### src/include/cexd_pkg.sv
// Behaviour
// - Undefined primary opcode or undefined function-group function code is a bad opcode.
// - Undefined sub-opcode in bits 20..16 of branch-immediate group is a bad opcode.
// - Wide opcodes are bad in user mode without user_wide_enable, supervisor without supervisor_wide_enable.
// - Bad opcode writes bad_opcode_code into the exception code.
// - Return pc is the faulting pc, or the branch pc in a delay slot.
// - Copro instruction to an unusable unit faults; unit zero only when unmarked in user mode.
// - Copro fault sets its code and records the referenced unit in two bits.
// - Interrupt taken when a request is live and its request_mask_field bit set.
// - Clear global_request_gate blocks all eight requests together.
// - Interrupt sets its code; pending_request_bits shows live requests.
// - Two software requests held in writable bits, cleared by writing zero.
// - Loads or stores hitting the match address fault, per-type enables chosen.
// - Line-maintenance instructions never raise the address-match exception; a match held in watch_hold_ff is still taken at one.
// - Address match is deferred while exception_level_flag is set; no other mask.
// - Floating-point fault is unmaskable, sets float_fault_code, records reason bits.
// - Floating-point condition withdrawn once software clears the reason bits.
// - All exceptions use one common vector; bad opcode, copro and float unmasked.
// - Five active-low pins show in cause bits 14 down to 10.
// - delay_slot_flag set for a delay-slot instruction, cleared otherwise.
package cexd_pkg;
  localparam logic [4:0] EXC_INT = 5'h00;
  localparam logic [4:0] EXC_BAD_OP = 5'h0a;
  localparam logic [4:0] EXC_COP = 5'h0b;
  localparam logic [4:0] EXC_FLOAT = 5'h0f;
  localparam logic [4:0] EXC_MATCH = 5'h17;
  localparam logic [63:0] COMMON_VECTOR = 64'hffff_ffff_8000_0180;
  // Lookup masks: bit n set means code n is defined or wide
  localparam logic [63:0] PRIMARY_DEFINED = 64'hf7f7_ffff_0fff_ffff;
  localparam logic [63:0] FUNCT_DEFINED = 64'hdd5f_fcff_ffff_b3dd;
  localparam logic [31:0] BRIMM_DEFINED = 32'h000f_5f0f;
  localparam logic [63:0] PRIMARY_WIDE = 64'h9090_3080_0f00_0000;
  localparam logic [63:0] FUNCT_WIDE = 64'hdd00_f000_f0d0_0000;
  localparam logic [5:0] OP_FUNCT_GROUP = 6'h00;
  localparam logic [5:0] OP_BRANCH_IMM_GROUP = 6'h01;
  localparam logic [1:0] MODE_KERNEL = 2'h0;
  localparam logic [1:0] MODE_SUPER = 2'h1;
  localparam logic [1:0] MODE_USER = 2'h2;
  localparam int SW_REQ_LSB = 0;
  localparam int PIN_REQ_LSB = 2;
  localparam int TIMER_REQ_BIT = 7;
  localparam logic [1:0] SW_REQ_RESET = 2'h0;
  localparam logic [4:0] PIN_SYNC_RESET = 5'h1f;
  localparam logic [5:0] REASON_RESET = 6'h00;

  typedef enum logic [2:0] {K_NONE, K_INT, K_FLOAT, K_MATCH, K_BAD, K_COP} cexd_kind_t;

  typedef struct packed {
    logic global_request_gate;
    logic exception_level_flag;
    logic [1:0] mode;
    logic user_wide_enable;
    logic supervisor_wide_enable;
    logic [7:0] request_mask_field;
    logic [3:0] cop_usable;
  } cexd_status_t;

  typedef struct packed {
    logic valid;
    logic in_slot;
    logic [31:0] instr;
    logic [63:0] pc;
    logic [63:0] br_pc;
  } cexd_dec_t;

  typedef struct packed {
    logic valid;
    logic in_slot;
    logic is_load;
    logic is_store;
    logic is_line_maint;
    logic [35:0] paddr;
    logic [63:0] pc;
    logic [63:0] br_pc;
  } cexd_mem_t;

  typedef struct packed {
    logic [3:0] match_addr_high;
    logic [31:3] match_addr_low;
    logic en_load;
    logic en_store;
  } cexd_watch_t;

  function automatic logic lut64(input logic [63:0] mask, input logic [5:0] idx);
    lut64 = mask[idx];
  endfunction : lut64
endpackage : cexd_pkg

### src/verilog/cexd_opdec.sv
`timescale 1ns/1ps
`default_nettype none
module cexd_opdec (
  input wire logic [31:0] instr,
  input wire cexd_pkg::cexd_status_t status,
  output logic bad_op,
  output logic cop_unusable,
  output logic [1:0] cop_num
);
  import cexd_pkg::*;
  logic [5:0] op;
  logic [5:0] fn;
  logic [4:0] sub;
  logic wide;
  logic wide_ok;
  logic is_cop;
  assign op = instr[31:26];
  assign fn = instr[5:0];
  assign sub = instr[20:16];
  assign wide = lut64(PRIMARY_WIDE, op) || (op == OP_FUNCT_GROUP && lut64(FUNCT_WIDE, fn));
  assign wide_ok = !((status.mode == MODE_USER && !status.user_wide_enable) ||
                     (status.mode == MODE_SUPER && !status.supervisor_wide_enable));
  assign bad_op = !lut64(PRIMARY_DEFINED, op) ||
                  (op == OP_FUNCT_GROUP && !lut64(FUNCT_DEFINED, fn)) ||
                  (op == OP_BRANCH_IMM_GROUP && !BRIMM_DEFINED[sub]) ||
                  (wide && !wide_ok);
  assign is_cop = (op[5:2] == 4'h4) || (op[5:4] == 2'h3 && op[1:0] != 2'h0 && op[1:0] != 2'h3);
  assign cop_num = op[1:0];
  assign cop_unusable = is_cop && !status.cop_usable[cop_num] &&
                        (cop_num != 2'h0 || status.mode == MODE_USER);
endmodule : cexd_opdec
`default_nettype wire

### src/verilog/cexd_watch.sv
`timescale 1ns/1ps
`default_nettype none
module cexd_watch (
  input wire cexd_pkg::cexd_mem_t mem_in,
  input wire cexd_pkg::cexd_watch_t cfg,
  output logic hit
);
  import cexd_pkg::*;
  logic addr_eq;
  logic type_en;
  assign addr_eq = mem_in.paddr[35:3] == {cfg.match_addr_high, cfg.match_addr_low};
  assign type_en = (mem_in.is_load && cfg.en_load) || (mem_in.is_store && cfg.en_store);
  assign hit = mem_in.valid && addr_eq && type_en && !mem_in.is_line_maint;
endmodule : cexd_watch
`default_nettype wire

### src/verilog/cexd_unit.sv
`timescale 1ns/1ps
`default_nettype none
module cexd_unit (
  input wire logic clk,
  input wire logic nrst,
  input wire cexd_pkg::cexd_dec_t dec_in,
  input wire cexd_pkg::cexd_mem_t mem_in,
  input wire cexd_pkg::cexd_status_t status,
  input wire cexd_pkg::cexd_watch_t watch_cfg,
  input wire logic [4:0] ext_req_n,
  input wire logic timer_req,
  input wire logic sw_req_we,
  input wire logic [1:0] sw_req_wdata,
  input wire logic fpu_fault,
  input wire logic [5:0] fpu_reason,
  input wire logic fcsr_reason_we,
  input wire logic [5:0] fcsr_reason_wdata,
  output logic exc_take_ff,
  output logic flush_younger_ff,
  output logic [4:0] exc_code_ff,
  output logic [63:0] exception_return_pc_ff,
  output logic delay_slot_flag_ff,
  output logic [1:0] cop_err_ff,
  output logic [63:0] vector_pc_ff,
  output logic [7:0] pending_request_bits_ff,
  output logic [4:0] pin_view_ff,
  output logic [5:0] fcsr_reason_ff
);
  import cexd_pkg::*;

  // ==========================================================
  // Decoding helpers
  function automatic logic [4:0] kind_code(input cexd_kind_t k);
    unique case (k)
      K_INT: kind_code = EXC_INT;
      K_FLOAT: kind_code = EXC_FLOAT;
      K_MATCH: kind_code = EXC_MATCH;
      K_BAD: kind_code = EXC_BAD_OP;
      K_COP: kind_code = EXC_COP;
      default: kind_code = EXC_INT;
    endcase
  endfunction : kind_code

  function automatic logic from_mem(input cexd_kind_t k);
    from_mem = (k == K_INT) || (k == K_FLOAT) || (k == K_MATCH);
  endfunction : from_mem

  // ==========================================================
  // Internal signals
  logic bad_op;
  logic cop_unusable;
  logic [1:0] cop_num;
  logic watch_hit;
  logic watch_due;
  logic int_req;
  logic [7:0] int_live;
  cexd_kind_t kind;
  logic [4:0] pin_meta_ff;
  logic [4:0] pin_sync_ff;
  logic [1:0] sw_req_ff;
  logic watch_hold_ff;
  logic fp_req_ff;
  logic [1:0] nxt_sw_req;
  logic [5:0] nxt_reason;
  logic [63:0] nxt_epc;
  logic nxt_slot;

  // ==========================================================
  // Sub-blocks
  cexd_opdec u_opdec (
    .instr(dec_in.instr),
    .status(status),
    .bad_op(bad_op),
    .cop_unusable(cop_unusable),
    .cop_num(cop_num)
  );

  cexd_watch u_watch (
    .mem_in(mem_in),
    .cfg(watch_cfg),
    .hit(watch_hit)
  );

  // ==========================================================
  // Pin synchroniser
  always_ff @(posedge clk) begin
    if (!nrst) begin
      pin_meta_ff <= PIN_SYNC_RESET;
      pin_sync_ff <= PIN_SYNC_RESET;
    end else begin
      pin_meta_ff <= ext_req_n;
      pin_sync_ff <= pin_meta_ff;
    end
  end

  // ==========================================================
  // Software requests
  always_comb begin
    nxt_sw_req = sw_req_ff;
    if (sw_req_we) begin
      nxt_sw_req = sw_req_wdata;
    end
  end

  always_ff @(posedge clk) begin
    if (!nrst) begin
      sw_req_ff <= SW_REQ_RESET;
    end else begin
      sw_req_ff <= nxt_sw_req;
    end
  end

  // ==========================================================
  // Interrupt request view
  // pins follow the wire only
  always_comb begin
    int_live = 8'h00;
    int_live[SW_REQ_LSB +: 2] = sw_req_ff;
    int_live[PIN_REQ_LSB +: 5] = ~pin_sync_ff;
    int_live[TIMER_REQ_BIT] = timer_req;
  end

  assign int_req = status.global_request_gate && (|(int_live & status.request_mask_field));

  always_ff @(posedge clk) begin
    if (!nrst) begin
      pending_request_bits_ff <= 8'h00;
      pin_view_ff <= 5'h00;
    end else begin
      pending_request_bits_ff <= int_live;
      pin_view_ff <= ~pin_sync_ff;
    end
  end

  // ==========================================================
  // Floating-point reason and request
  always_comb begin
    nxt_reason = fcsr_reason_ff;
    if (fcsr_reason_we) begin
      nxt_reason = fcsr_reason_wdata;
    end
    if (fpu_fault) begin
      nxt_reason = nxt_reason | fpu_reason;
    end
  end

  always_ff @(posedge clk) begin
    if (!nrst) begin
      fcsr_reason_ff <= REASON_RESET;
    end else begin
      fcsr_reason_ff <= nxt_reason;
    end
  end

  always_ff @(posedge clk) begin
    if (!nrst) begin
      fp_req_ff <= 1'b0;
    end else if (fpu_fault) begin
      fp_req_ff <= 1'b1;
    end else if (kind == K_FLOAT) begin
      fp_req_ff <= 1'b0;
    end else if (fcsr_reason_we && fcsr_reason_wdata == 6'h00) begin
      fp_req_ff <= 1'b0;
    end
  end

  // ==========================================================
  // Address-match deferral
  // held while level flag set
  assign watch_due = (watch_hit || watch_hold_ff) && !status.exception_level_flag;

  always_ff @(posedge clk) begin
    if (!nrst) begin
      watch_hold_ff <= 1'b0;
    end else if (watch_hit && status.exception_level_flag) begin
      watch_hold_ff <= 1'b1;
    end else if (kind == K_MATCH) begin
      watch_hold_ff <= 1'b0;
    end
  end

  // ==========================================================
  // Priority select
  always_comb begin
    kind = K_NONE;
    if (mem_in.valid && int_req) begin
      kind = K_INT;
    end else if (mem_in.valid && fp_req_ff) begin
      kind = K_FLOAT;
    end else if (mem_in.valid && watch_due) begin
      kind = K_MATCH;
    end else if (dec_in.valid && bad_op) begin
      kind = K_BAD;
    end else if (dec_in.valid && cop_unusable) begin
      kind = K_COP;
    end
  end

  always_comb begin
    if (from_mem(kind)) begin
      nxt_slot = mem_in.in_slot;
      nxt_epc = mem_in.in_slot ? mem_in.br_pc : mem_in.pc;
    end else begin
      nxt_slot = dec_in.in_slot;
      nxt_epc = dec_in.in_slot ? dec_in.br_pc : dec_in.pc;
    end
  end

  // ==========================================================
  // Report registers
  always_ff @(posedge clk) begin
    if (!nrst) begin
      exc_take_ff <= 1'b0;
      flush_younger_ff <= 1'b0;
    end else begin
      exc_take_ff <= kind != K_NONE;
      flush_younger_ff <= kind != K_NONE;
    end
  end

  always_ff @(posedge clk) begin
    if (!nrst) begin
      exc_code_ff <= EXC_INT;
      exception_return_pc_ff <= 64'h0;
      delay_slot_flag_ff <= 1'b0;
      vector_pc_ff <= COMMON_VECTOR;
    end else if (kind != K_NONE) begin
      exc_code_ff <= kind_code(kind);
      exception_return_pc_ff <= nxt_epc;
      delay_slot_flag_ff <= nxt_slot;
      vector_pc_ff <= COMMON_VECTOR;
    end
  end

  always_ff @(posedge clk) begin
    if (!nrst) begin
      cop_err_ff <= 2'h0;
    end else if (kind == K_COP) begin
      cop_err_ff <= cop_num;
    end
  end

  // ==========================================================
  // Checks
  property p_bad_code;
    @(posedge clk) disable iff (!nrst)
      (dec_in.valid && bad_op && !mem_in.valid) |=> (exc_take_ff && exc_code_ff == EXC_BAD_OP);
  endproperty
  a_bad_code: assert property (p_bad_code) else $error("bad opcode not reported");

  property p_cop;
    @(posedge clk) disable iff (!nrst)
      (dec_in.valid && !bad_op && cop_unusable && !mem_in.valid)
        |=> (exc_code_ff == EXC_COP && cop_err_ff == $past(dec_in.instr[27:26]));
  endproperty
  a_cop: assert property (p_cop) else $error("copro fault code or unit wrong");

  property p_gate;
    @(posedge clk) disable iff (!nrst)
      !status.global_request_gate |=> !(exc_take_ff && exc_code_ff == EXC_INT);
  endproperty
  a_gate: assert property (p_gate) else $error("interrupt taken with gate clear");

  property p_int_mask;
    @(posedge clk) disable iff (!nrst)
      (mem_in.valid && status.global_request_gate && |(int_live & status.request_mask_field))
        |=> (exc_take_ff && exc_code_ff == EXC_INT);
  endproperty
  a_int_mask: assert property (p_int_mask) else $error("masked-in request not taken");

  property p_sw_clear;
    @(posedge clk) disable iff (!nrst)
      (sw_req_we && sw_req_wdata == 2'h0) |=> ##1 (pending_request_bits_ff[1:0] == 2'h0);
  endproperty
  a_sw_clear: assert property (p_sw_clear) else $error("software request not cleared");

  property p_pin_view;
    @(posedge clk) disable iff (!nrst)
      ($past(nrst, 3) && nrst) |-> (pin_view_ff == ~$past(ext_req_n, 3));
  endproperty
  a_pin_view: assert property (p_pin_view) else $error("pin view does not follow pins");

  property p_no_maint;
    @(posedge clk) disable iff (!nrst)
      (mem_in.valid && mem_in.is_line_maint && !watch_hold_ff) |=> !(exc_take_ff && exc_code_ff == EXC_MATCH);
  endproperty
  a_no_maint: assert property (p_no_maint) else $error("match raised on line maintenance");

  property p_match_defer;
    @(posedge clk) disable iff (!nrst)
      status.exception_level_flag |=> !(exc_take_ff && exc_code_ff == EXC_MATCH);
  endproperty
  a_match_defer: assert property (p_match_defer) else $error("match taken at exception level");

  property p_slot_epc;
    @(posedge clk) disable iff (!nrst)
      (mem_in.valid && (int_req || fp_req_ff || watch_due))
        |=> (delay_slot_flag_ff == $past(mem_in.in_slot) &&
             exception_return_pc_ff == ($past(mem_in.in_slot) ? $past(mem_in.br_pc) : $past(mem_in.pc)));
  endproperty
  a_slot_epc: assert property (p_slot_epc) else $error("delay slot return pc wrong");

  property p_fp_withdraw;
    @(posedge clk) disable iff (!nrst)
      (fcsr_reason_we && fcsr_reason_wdata == 6'h00 && !fpu_fault) |=> !fp_req_ff;
  endproperty
  a_fp_withdraw: assert property (p_fp_withdraw) else $error("float request not withdrawn");

  property p_fp_take;
    @(posedge clk) disable iff (!nrst)
      (fp_req_ff && mem_in.valid && !int_req) |=> (exc_take_ff && exc_code_ff == EXC_FLOAT);
  endproperty
  a_fp_take: assert property (p_fp_take) else $error("float fault not taken");

  property p_oldest;
    @(posedge clk) disable iff (!nrst)
      (mem_in.valid && int_req && dec_in.valid && bad_op) |=> (exc_code_ff == EXC_INT && flush_younger_ff);
  endproperty
  a_oldest: assert property (p_oldest) else $error("younger exception reported first");

  property p_vector;
    @(posedge clk) disable iff (!nrst)
      exc_take_ff |-> (vector_pc_ff == COMMON_VECTOR);
  endproperty
  a_vector: assert property (p_vector) else $error("vector not common");

  c_int: cover property (@(posedge clk) disable iff (!nrst) exc_take_ff && exc_code_ff == EXC_INT);
  c_match: cover property (@(posedge clk) disable iff (!nrst) exc_take_ff && exc_code_ff == EXC_MATCH);
  c_float: cover property (@(posedge clk) disable iff (!nrst) exc_take_ff && exc_code_ff == EXC_FLOAT);
  c_bad_slot: cover property (@(posedge clk) disable iff (!nrst)
    exc_take_ff && exc_code_ff == EXC_BAD_OP && delay_slot_flag_ff);
endmodule : cexd_unit
`default_nettype wire

### config.mk
export PLATFORM = sky130hd
export DESIGN_NAME = cexd_unit
export DESIGN_NICKNAME = d
export VERILOG_FILES = /design/src/include/cexd_pkg.sv /design/src/verilog/cexd_opdec.sv /design/src/verilog/cexd_watch.sv /design/src/verilog/cexd_unit.sv
export SDC_FILE = /design/constraint.sdc
export NUM_CORES = 1
export LEC_CHECK = 0
export ABC_AREA = 1
export BUFFER_PORTS_ARGS = -buffer_cell sky130_fd_sc_hd__buf_2
export CORE_AREA = 2 2 221 223
export DETAILED_ROUTE_END_ITERATION = 10
export DIE_AREA = 0 0 223 225
export GPL_TIMING_DRIVEN = 0
export SLEW_MARGIN = 20
export SYNTH_ARGS = -nofsm -noshare
export SYNTH_HDL_FRONTEND = slang
export SYNTH_SLANG_ARGS = --single-unit
### constraint.sdc
create_clock -name clk -period 1.6 [get_ports clk]
set_input_delay 0.08 -clock clk [delete_from_list [all_inputs] [get_ports clk]]
set_output_delay 0.08 -clock clk [all_outputs]
set_load 0.03 [all_outputs]
==> results.py, run 1 <==
metrics = {
    "run_status": {
        "status": "finished, violations left",
        "failed_checks": "setup timing",
    },
    "power": {
        "ir_drop_mv": 0.404,
        "finalPower_uw": 8730,
        "pwr_density_cell_nw_per_um2": 726,
        "p_leak_uw": 0.00661,
    },
    "die": {
        "design.core.area_um2": 47500,
        "io-pin-count": 566,
        "chipWidth_um": 223,
        "initial_utilization_pct": 15.1,
        "die_y_um": 225,
        "die-area_um2": 50200,
        "row_count": 80,
    },
    "critical_path": {
        "arrival_ns": 2.19,
        "critPathCaptureType": "flop",
        "cp_max_fo": 10,
        "crit_required_ns": 1.87,
        "crit_type": "reg2reg",
        "cp-start-kind": "flop",
    },
    "timing": {
        "setup_slack_ns": -0.319,
        "tightest_slew_ns": 0.880,
        "fin_crit_ns": 1.92,
        "period_share_pct": 120,
        "finClkSkew_ns": 0.00918,
        "grt_setup_unrepaired": "yes",
        "fmax_mhz": 521,
        "setup_viol_count_final": 74,
        "slew_headroom_pct": 41.3,
        "final_hold_viol_count": 0,
        "setup_tns_ns": -19.98,
        "slew_viol_final": 0,
    },
    "grt": {
        "grt_pass1_vias": 8825,
        "grt_max_degree": 18,
        "grt.overflow.total": 0,
        "grt_pass1_wl_mm": 51.4,
        "grt_antenna_before_repair": 1,
        "track_usage_pct": 13.8,
    },
    "logic_synthesis": {
        "yosys_register_bits": 101,
        "synth-seq-area-share_pct": 28.1,
        "syn-mean-instance-area_um2": 6.09,
        "ys_types": 37,
        "netlist_instances": 1181,
        "ys_warn_count": 0,
        "netlist_area_um2": 7200,
    },
    "detailed_routing": {
        "via_per_inst": 3.91,
        "drc_errors": 0,
        "totalWireLength_mm": 36.3,
        "met2_length_mm": 17.3,
        "post_drt_wl_per_cell_um": 15.1,
        "ant_nets": 0,
        "wl_met3_mm": 2.65,
        "highest_layer": "met4",
        "m1WireLength_mm": 15.0,
        "drtIter0Drc": 438,
        "drt-pass1-iter-count": 5,
        "vias": 9412,
    },
    "cts": {
        "htreeDepth": 3,
        "cts_tree": "yes",
        "root_buffer": "clkbuf_16",
        "clk_latency_ns": 0.38,
        "cts.sinks": 101,
        "cts_made_buffers": 9,
        "clock_path_buffers": 2,
        "clk_pin_slew_ns": 0.07,
    },
    "final_layout": {
        "final_common_cell": "buf_2",
        "layout_common_cells": "488 x buf_2, 412 x nand2_1, 113 x nor2_1",
        "finalCoreUtilization_pct": 25.3,
        "syn_to_final_growth_pct": 67.1,
        "layout-drive-gt1-share_pct": 40.2,
        "nNetsFinal": 2197,
    },
    "place": {
        "dp_hpwl_mm": 29.6,
        "place_congestion": 0.884,
        "port_buffers": 482,
    },
    "flow_run": {
        "maxCapViolations": 0,
    },
    "hold_path": {
        "hold_class": "in2reg",
    },
}
-- state kept, by name (all words and copies together) (netlist names), 2 cells and up --
name and count:
pending_request_bits_ff 8, sw_req_ff 2, pin_meta_ff 5, fcsr_reason_ff 6, cop_err_ff 2, exc_code_ff 5, exception_return_pc_ff 64, pin_sync_ff 5
-- synth_stat cells, drive strengths merged --
master / count / area [um^2]
nand3b: 1 / 7.51
nor3: 5 / 30.0
a21oi: 9 / 45.0
o22ai: 5 / 31.3
o21bai: 2 / 15.0
nand2: 435 / 1650
nor2: 115 / 434
dfxtp: 101 / 2020
or2: 11 / 68.8
inv: 89 / 334
nand3: 74 / 433
a31oi: 6 / 37.5
clkinv: 1 / 3.75
a221oi: 2 / 17.5
buf: 101 / 753
xnor2: 8 / 70.1
o31ai: 1 / 7.51
nand4: 6 / 52.6
conb: 2 / 7.51
ha: 3 / 37.5
o21ai: 144 / 721
mux2i: 31 / 310
clkbuf: 29 / 113
-- cell families (layout without fill, tap and decap cells) --
| logic type | count (synthesis) | after routing | synth area share, % |
|---|---|---|---|
| compound gates | 169 | 169 | 12.2 |
| flops | 101 | 101 | 28.1 |
| fa+ha+maj | 3 | 3 | 0.522 |
| mux | 31 | 31 | 4.31 |
| simple gates | 647 | 647 | 37.1 |
| other cells | 2 | 65 | 0.104 |
| xor+xnor | 8 | 8 | 0.974 |
| buf+inv | 220 | 767 | 16.7 |
-- what timing repair did --
action | in CTS | in global routing
hold endpoints to repair | 17 | 0
gates resized for setup | 164 | 34
pin swaps | 27 | 41
gates cloned | 6 | 4
endpoints found under the setup margin | 78 | 74
hold buffers | 30 | 0
buffers inserted | 6 | 4
-- path summary, 6_finish.rpt --
path,from,end,slack [ns],cells past startpoint
setup reg to reg,pin_sync_ff[1]$_SDFF_PN1_,delay_slot_flag_ff$_SDFFE_PN0P_,-0.32,11
setup / recovery,pin_sync_ff[1]$_SDFF_PN1_,delay_slot_flag_ff$_SDFFE_PN0P_,-0.32,11
hold / removal,dec_in[154],cop_err_ff[0]$_SDFFE_PN0N_,0.03,3
hold reg to reg,pin_meta_ff[0]$_SDFF_PN1_,pin_sync_ff[0]$_SDFF_PN1_,0.42,1
-- worst max-delay path, cell delays in order, from the launching register on --
cell and delay [ns]:
dfxtp_2 0.35, o22ai_2 0.07, a221oi_2 0.25, nand2_1 0.15, nand2_4 0.11, buf_12 0.10, nand4_4 0.16, nand2_4 0.22
inv_8 0.06, buf_4 0.17, nand2_2 0.08, nand2_1 0.06
-- report_power, final --
group,internal (uW),switching (uW)
logic,1460,2140
clock network,1110,1140
registers,2750,128
total,5320,3410
-- through the flow --
stage	worst slack, ns	area (um^2)	hold WS (ns)	cells
6_report	-0.319	12000	0.0292	2406
5_1_grt	-0.483	12000	0.0471	2406
4_1_cts	-0.362	11800	0.00399	2398
3_5_place_dp	-1.05	10600	0.270	2340
3_3_place_gp	-1.05	10600	0.265	2340
2_1_floorplan	0.0425	7430	0.173	1243
-- routing by layer --
layer  vias up  GRT usage [%]
li1       4815              -
met1      4138           16.6
met2       401           23.4
met3        58           3.36
met4         0           6.17
met5         -              0
-- layout make-up --
class | count | area [um^2]
clock inverters | 6 | 46.3
well taps | 615 | 769
plain buffers | 130 | 1010
inverters | 90 | 348
repair buffers | 531 | 3070
multi-input cells | 922 | 4510
clock buffers | 10 | 239
diodes | 1 | 2.50
flip-flops and latches | 101 | 2020
fillers | 5431 | 35500
Note: power is estimated with default switching activity, not from simulation.
==> run 2, diff against run 1 <==
--- a/config.mk
+++ b/config.mk
@@ -11,6 +11,7 @@
 export DETAILED_ROUTE_END_ITERATION = 10
 export DIE_AREA = 0 0 223 225
 export GPL_TIMING_DRIVEN = 0
+export SKIP_CTS_REPAIR_TIMING = 1
 export SLEW_MARGIN = 20
 export SYNTH_ARGS = -nofsm -noshare
 export SYNTH_HDL_FRONTEND = slang
==> run 2 against run 1 <==
Register-to-register slack worse by 0.05 ns. Design area down 0.27%. Worst setup slack worse by 0.053 ns. Core utilization down 0.068 points. First-iteration DRC count down 1.1%. Combinational power about the same. Largest cell class unchanged. Sequential power about the same. Critical path depth unchanged. Final cell count down 0.54%. Maximum frequency down 2.7%. The run still ends with setup timing left.
==> results.py, run 2 (same netlist as run 1, synthesis figures left out) <==
metrics = {
    "critical_path": {
        "slowest_delay_ns": 0.34,
        "crit_type": "reg2reg",
        "cp-start-kind": "flop",
        "cp_max_fo": 10,
        "crit_required_ns": 1.87,
        "arrival_ns": 2.24,
        "critPathCaptureType": "flop",
        "cp_cell_sequence": "o22ai_2, a221oi_2, nand2_1, nand2_4, nand3_4, clkbuf_16, buf_12, nand2_2, o21ai_1, nand2_1, nand2_1",
        "crit_path_frequent_cell": "nand2_1",
        "critPathSlowestCell": "dfxtp_2",
        "r2r_slack_ns": -0.37,
    },
    "power": {
        "pwr-share-comb_pct": 41.3,
        "p_sw_share_pct": 39.4,
        "p_seq_share_pct": 32.9,
        "pwr_density_cell_nw_per_um2": 728,
        "p_leak_uw": 0.00657,
        "power.internal_uw": 5290,
        "pwr-share-clk_pct": 25.8,
        "netSwitchingPower_uw": 3440,
        "ir_drop_mv": 0.406,
    },
    "die": {
        "row_count": 80,
        "die_y_um": 225,
        "die-area_um2": 50200,
        "chipWidth_um": 223,
        "initial_utilization_pct": 15.1,
        "io-pin-count": 566,
        "design.core.area_um2": 47500,
    },
    "cts": {
        "cts_made_buffers": 9,
        "root_buffer": "clkbuf_16",
        "cts.sinks": 101,
        "htreeDepth": 3,
        "clock_path_buffers": 2,
        "clk_pin_slew_ns": 0.08,
        "cts_tree": "yes",
        "clk_latency_ns": 0.38,
    },
    "grt": {
        "grt_max_degree": 18,
        "track_usage_pct": 13.4,
        "grt.overflow.total": 0,
        "grt_antenna_before_repair": 1,
        "grt_pass1_vias": 8561,
        "grt_pass1_wl_mm": 49.8,
    },
    "place": {
        "pre_cts_slack_ns": -1.05,
        "place_congestion": 0.884,
        "dp_hpwl_mm": 29.6,
        "port_buffers": 482,
    },
    "final_layout": {
        "layout_common_cells": "487 x buf_2, 417 x nand2_1, 113 x nor2_1",
        "final_common_cell": "buf_2",
        "nNetsFinal": 2185,
        "finalCoreUtilization_pct": 25.2,
        "largest_reg_flops": 64,
        "diodes": 0,
        "layout-drive-gt1-share_pct": 41.8,
        "top_regs": "exception_return_pc_ff x64, pending_request_bits_ff x8, fcsr_reason_ff x6",
        "syn_to_final_growth_pct": 66.6,
        "largest-register": "exception_return_pc_ff",
    },
    "timing": {
        "fin_crit_ns": 1.97,
        "hold_ws_ns": 0.00120,
        "finClkSkew_ns": 0.0120,
        "slew_viol_final": 0,
        "setup_viol_count_final": 72,
        "setup_tns_ns": -19.35,
        "slew_headroom_pct": 40.5,
        "setup_slack_ns": -0.372,
        "grt_setup_unrepaired": "yes",
        "fmax_mhz": 507,
        "tightest_slew_ns": 0.893,
        "period_share_pct": 123,
        "final_hold_viol_count": 0,
    },
    "detailed_routing": {
        "via_per_inst": 3.88,
        "drt-pass1-iter-count": 5,
        "ant_nets": 0,
        "post_drt_wl_per_cell_um": 15.2,
        "vias": 9276,
        "totalWireLength_mm": 36.3,
        "drtIter0Drc": 433,
        "drc_errors": 0,
    },
    "run_status": {
        "failed_checks": "setup timing",
        "status": "finished, violations left",
    },
    "hold_path": {
        "hold_class": "in2reg",
    },
    "flow_run": {
        "maxCapViolations": 0,
    },
}
run 2: cell types whose count changed in the layout (fill, tap and decap cells not counted), moves of 5 or more:
cell / before / now
buf_4: 78 / 84
dlygate4sd3_1: 30 / 20
nand2_1: 412 / 417
nand2_2: 18 / 13
nand3_1: 54 / 62
nand3_2: 18 / 11
o21ai_0: 28 / 10
o21ai_1: 85 / 69
o21ai_2: 27 / 55
o21ai_4: 4 / 10
run 2: power by group through the flow:
stage	combinational, uW	clock [uW]	sequential [uW]
2_1_floorplan	1380	0	3350
3_3_place_gp	3080	0	2920
3_5_place_dp	3090	0	2930
4_1_cts	3090	2380	2870
5_1_grt	3910	2450	2900
6_report	3610	2250	2880
run 2: final timing paths:
check                             from  depth (start not counted)                         endpoint
max          pin_sync_ff[0]$_SDFF_PN1_                         11  delay_slot_flag_ff$_SDFFE_PN0P_
min reg2reg  pin_meta_ff[0]$_SDFF_PN1_                          1        pin_sync_ff[0]$_SDFF_PN1_
max reg2reg  pin_sync_ff[0]$_SDFF_PN1_                         11  delay_slot_flag_ff$_SDFFE_PN0P_
min                      fpu_reason[2]                          5     fcsr_reason_ff[2]$_SDFF_PN0_
run 2: critical path, delay by kind of cell (launching register included):
| kind | cells | cell delay (ns) |
|---|---|---|
| AO/OA/AOI/OAI | 3 | 0.40 |
| AND/OR/NAND/NOR | 6 | 0.71 |
| flip-flops | 1 | 0.34 |
| buffers and inverters | 2 | 0.40 |
run 2: layout make-up:
type | instances | area, um^2
inverter | 90 | 350
buffer | 130 | 1050
fill | 5419 | 35600
clock buffer | 10 | 239
multi-input combinational | 922 | 4630
tap | 615 | 769
clock inverter | 6 | 46.3
sequential | 101 | 2030
timing repair buffer | 519 | 2880
run 2: metrics by stage:
stage	power, uW	instances	instance area (um^2)
2_1_floorplan	4740	1243	7430
3_3_place_gp	6000	2340	10600
3_5_place_dp	6020	2340	10600
4_1_cts	8340	2356	10900
5_1_grt	9270	2393	12000
6_report	8740	2393	12000
run 2: routing by layer:
layer | global-route usage [%] | part of all wire [%]
met1 | 16.2 | 42
met5 | 0 | 0
met4 | 5.76 | 2.8
met3 | 3.26 | 7.3
met2 | 22.7 | 48
==> run 3, diff against run 2 <==
--- a/config.mk
+++ b/config.mk
@@ -10,7 +10,6 @@
 export CORE_AREA = 2 2 221 223
 export DETAILED_ROUTE_END_ITERATION = 10
 export DIE_AREA = 0 0 223 225
-export GPL_TIMING_DRIVEN = 0
 export SKIP_CTS_REPAIR_TIMING = 1
 export SLEW_MARGIN = 20
 export SYNTH_ARGS = -nofsm -noshare
==> constraint.sdc (replaced) <==
create_clock -name clk -period 1.6 [get_ports clk]
set_input_delay 0.24 -clock clk [delete_from_list [all_inputs] [get_ports clk]]
set_output_delay 0.24 -clock clk [all_outputs]
set_load 0.03 [all_outputs]
==> run 3 against run 2 <==
First-iteration DRC count fell by 15%. The run still ends with setup timing left. Clock power rose by 15%. Worst setup slack improved by 0.15 ns. Clock-buffer cell count did not move. Via count fell by 5.6%. Non-clock buffer count fell by 104. Critical path type unchanged. Largest cell class unchanged. Maximum frequency rose by 8.3%. Clock skew rose by 0.00096 ns. Flip-flop and latch count did not move. Combinational power fell by 13%. Hold slack improved by 0.040 ns. Largest power group unchanged.
==> results.py, run 3 (same netlist as run 1, synthesis figures left out) <==
metrics = {
    "die": {
        "design.core.area_um2": 47500,
        "die_y_um": 225,
        "initial_utilization_pct": 15.1,
        "io-pin-count": 566,
        "chipWidth_um": 223,
        "die-area_um2": 50200,
        "row_count": 80,
    },
    "power": {
        "pwr_density_cell_nw_per_um2": 781,
        "p_leak_uw": 0.00611,
        "finalPower_uw": 8590,
        "ir_drop_mv": 0.365,
    },
    "flow_run": {
        "maxCapViolations": 0,
    },
    "hold_path": {
        "hold-path-cell-count": 2,
        "hold_class": "in2reg",
        "hold_end": "pin_meta_ff[3]$_SDFF_PN1_",
        "hp-start": "ext_req_n[3]",
    },
    "critical_path": {
        "r2r_slack_ns": -0.22,
        "reg2reg_to": "exception_return_pc_ff[49]$_SDFFE_PN0P_",
        "crit_type": "reg2reg",
        "r2r_start": "pin_sync_ff[4]$_SDFF_PN1_",
        "critPathSlowestCell": "dfxtp_2",
        "cp_cell_sequence": "inv_1, a221oi_2, buf_4, nand2_4, nand2_4, nand3_4, buf_12, buf_4, o21ai_1, o21ai_0, o21ai_2",
        "crit_required_ns": 1.92,
        "cp_num_buf_inv": 4,
        "slowest_delay_ns": 0.33,
        "worst_path_dominant_cell_family": "compound AO/OA/AOI/OAI gates",
        "arrival_ns": 2.14,
        "rr_worst_depth": 11,
        "critPathCaptureType": "flop",
        "cp_max_fo": 38,
        "cp-start-kind": "flop",
    },
    "timing": {
        "slew_viol_final": 0,
        "setup_viol_count_final": 71,
        "finClkSkew_ns": 0.0129,
        "fmax_mhz": 549,
        "period_share_pct": 114,
        "fin_crit_ns": 1.82,
        "hold_ws_ns": 0.0414,
        "final_hold_viol_count": 0,
        "grt_setup_unrepaired": "yes",
        "setup_slack_ns": -0.221,
    },
    "cts": {
        "clk_pin_slew_ns": 0.07,
        "clk_latency_ns": 0.39,
        "clock_path_buffers": 2,
        "root_buffer": "clkbuf_16",
        "cts.sinks": 101,
        "htreeDepth": 3,
        "cts_tree": "yes",
        "cts_made_buffers": 9,
    },
    "detailed_routing": {
        "post_drt_wl_per_cell_um": 14.0,
        "drc_errors": 0,
        "drt-pass1-iter-count": 4,
        "drtIter0Drc": 367,
        "via_per_inst": 3.82,
        "vias": 8761,
        "ant_nets": 0,
        "totalWireLength_mm": 32.1,
    },
    "final_layout": {
        "syn_to_final_growth_pct": 52.8,
        "layout_common_cells": "480 x buf_2, 425 x nand2_1, 113 x nor2_1",
        "top_regs": "exception_return_pc_ff x64, pending_request_bits_ff x8, fcsr_reason_ff x6",
        "final_common_cell": "buf_2",
        "largest-register": "exception_return_pc_ff",
        "finalCoreUtilization_pct": 23.1,
        "largest_reg_flops": 64,
        "nNetsFinal": 2081,
        "layout-drive-gt1-share_pct": 37.8,
    },
    "grt": {
        "grt_max_degree": 66,
        "grt_pass1_vias": 8221,
        "grt.overflow.total": 0,
        "track_usage_pct": 12.0,
        "grt_antenna_before_repair": 5,
        "grt_pass1_wl_mm": 45.3,
    },
    "place": {
        "place_congestion": 0.833,
        "pre_cts_slack_ns": -0.511,
        "dp_hpwl_mm": 26.1,
        "port_buffers": 482,
    },
    "run_status": {
        "status": "finished, violations left",
        "failed_checks": "setup timing",
    },
}
-- run 3: changes by cell type in the layout (fill, tap and decap cells not counted), moves of 7 or more --
cell	delta
o21ai_0	+65
buf_4	-42
o21ai_2	-38
clkbuf_1	-22
dlygate4sd3_1	-20
o21ai_1	-17
o21ai_4	-10
nand2_1	+8
buf_2	-7
-- run 3: worst max path at each step --
| stage | from | endpoint | slack [ns] | depth (start not counted) |
|---|---|---|---|---|
| 2_1_floorplan | dec_in[154] | exception_return_pc_ff[0]$_SDFFE_PN0P_ | -0.04 | 16 |
| 3_3_place_gp | dec_in[154] | exception_return_pc_ff[47]$_SDFFE_PN0P_ | -0.52 | 16 |
| 3_5_place_dp | dec_in[154] | exception_return_pc_ff[47]$_SDFFE_PN0P_ | -0.51 | 16 |
| 4_1_cts | pin_sync_ff[1]$_SDFF_PN1_ | exception_return_pc_ff[40]$_SDFFE_PN0P_ | -0.39 | 11 |
| 5_1_grt | pin_sync_ff[4]$_SDFF_PN1_ | exception_return_pc_ff[49]$_SDFFE_PN0P_ | -0.33 | 10 |
| 6_report | pin_sync_ff[4]$_SDFF_PN1_ | exception_return_pc_ff[49]$_SDFFE_PN0P_ | -0.22 | 11 |
-- run 3: final cells by class --
cell class	count	area (um^2)
Antenna cell	2	5.00
Timing Repair Buffer	545	3150
Fill cell	5445	36500
Clock buffer	10	239
Inverter	90	348
Tap cell	615	769
Sequential cell	101	2030
Clock inverter	6	95.1
Multi-Input combinational cell	922	4370
-- run 3: worst reg2reg max path, delay by kind of cell (launching register included) --
| family | cells | cell delay [ns] |
|---|---|---|
| buffers and inverters | 4 | 0.59 |
| AOI/OAI and AO/OA | 4 | 0.59 |
| DFF | 1 | 0.33 |
| and+or+nand+nor | 3 | 0.25 |
-- run 3: report_power, final --
part | switching [uW] | internal [uW] | leakage, uW
logic | 1960 | 1180 | 0.00513
clock network | 1150 | 1430 | 0.000157
registers | 124 | 2750 | 0.000831
total | 3230 | 5360 | 0.00611
-- run 3: routing by layer --
layer  GRT usage (%)  vias up  routed length [um]
li1                -     4580                   -
met1            13.6     3751               13400
met2            20.6      369               15000
met3            3.38       57                2320
met4            6.08        4                1330
met5               0        -                  27
-- run 3: per-stage QoR --
step	cells	TNS, ns	cell area (um^2)
2_1_floorplan	1243	-1.07	7480
3_5_place_dp	2268	-34.25	10400
3_3_place_gp	2268	-35.30	10400
6_report	2291	-10.58	11000
5_1_grt	2290	-21.44	11000
4_1_cts	2284	-25.23	10700
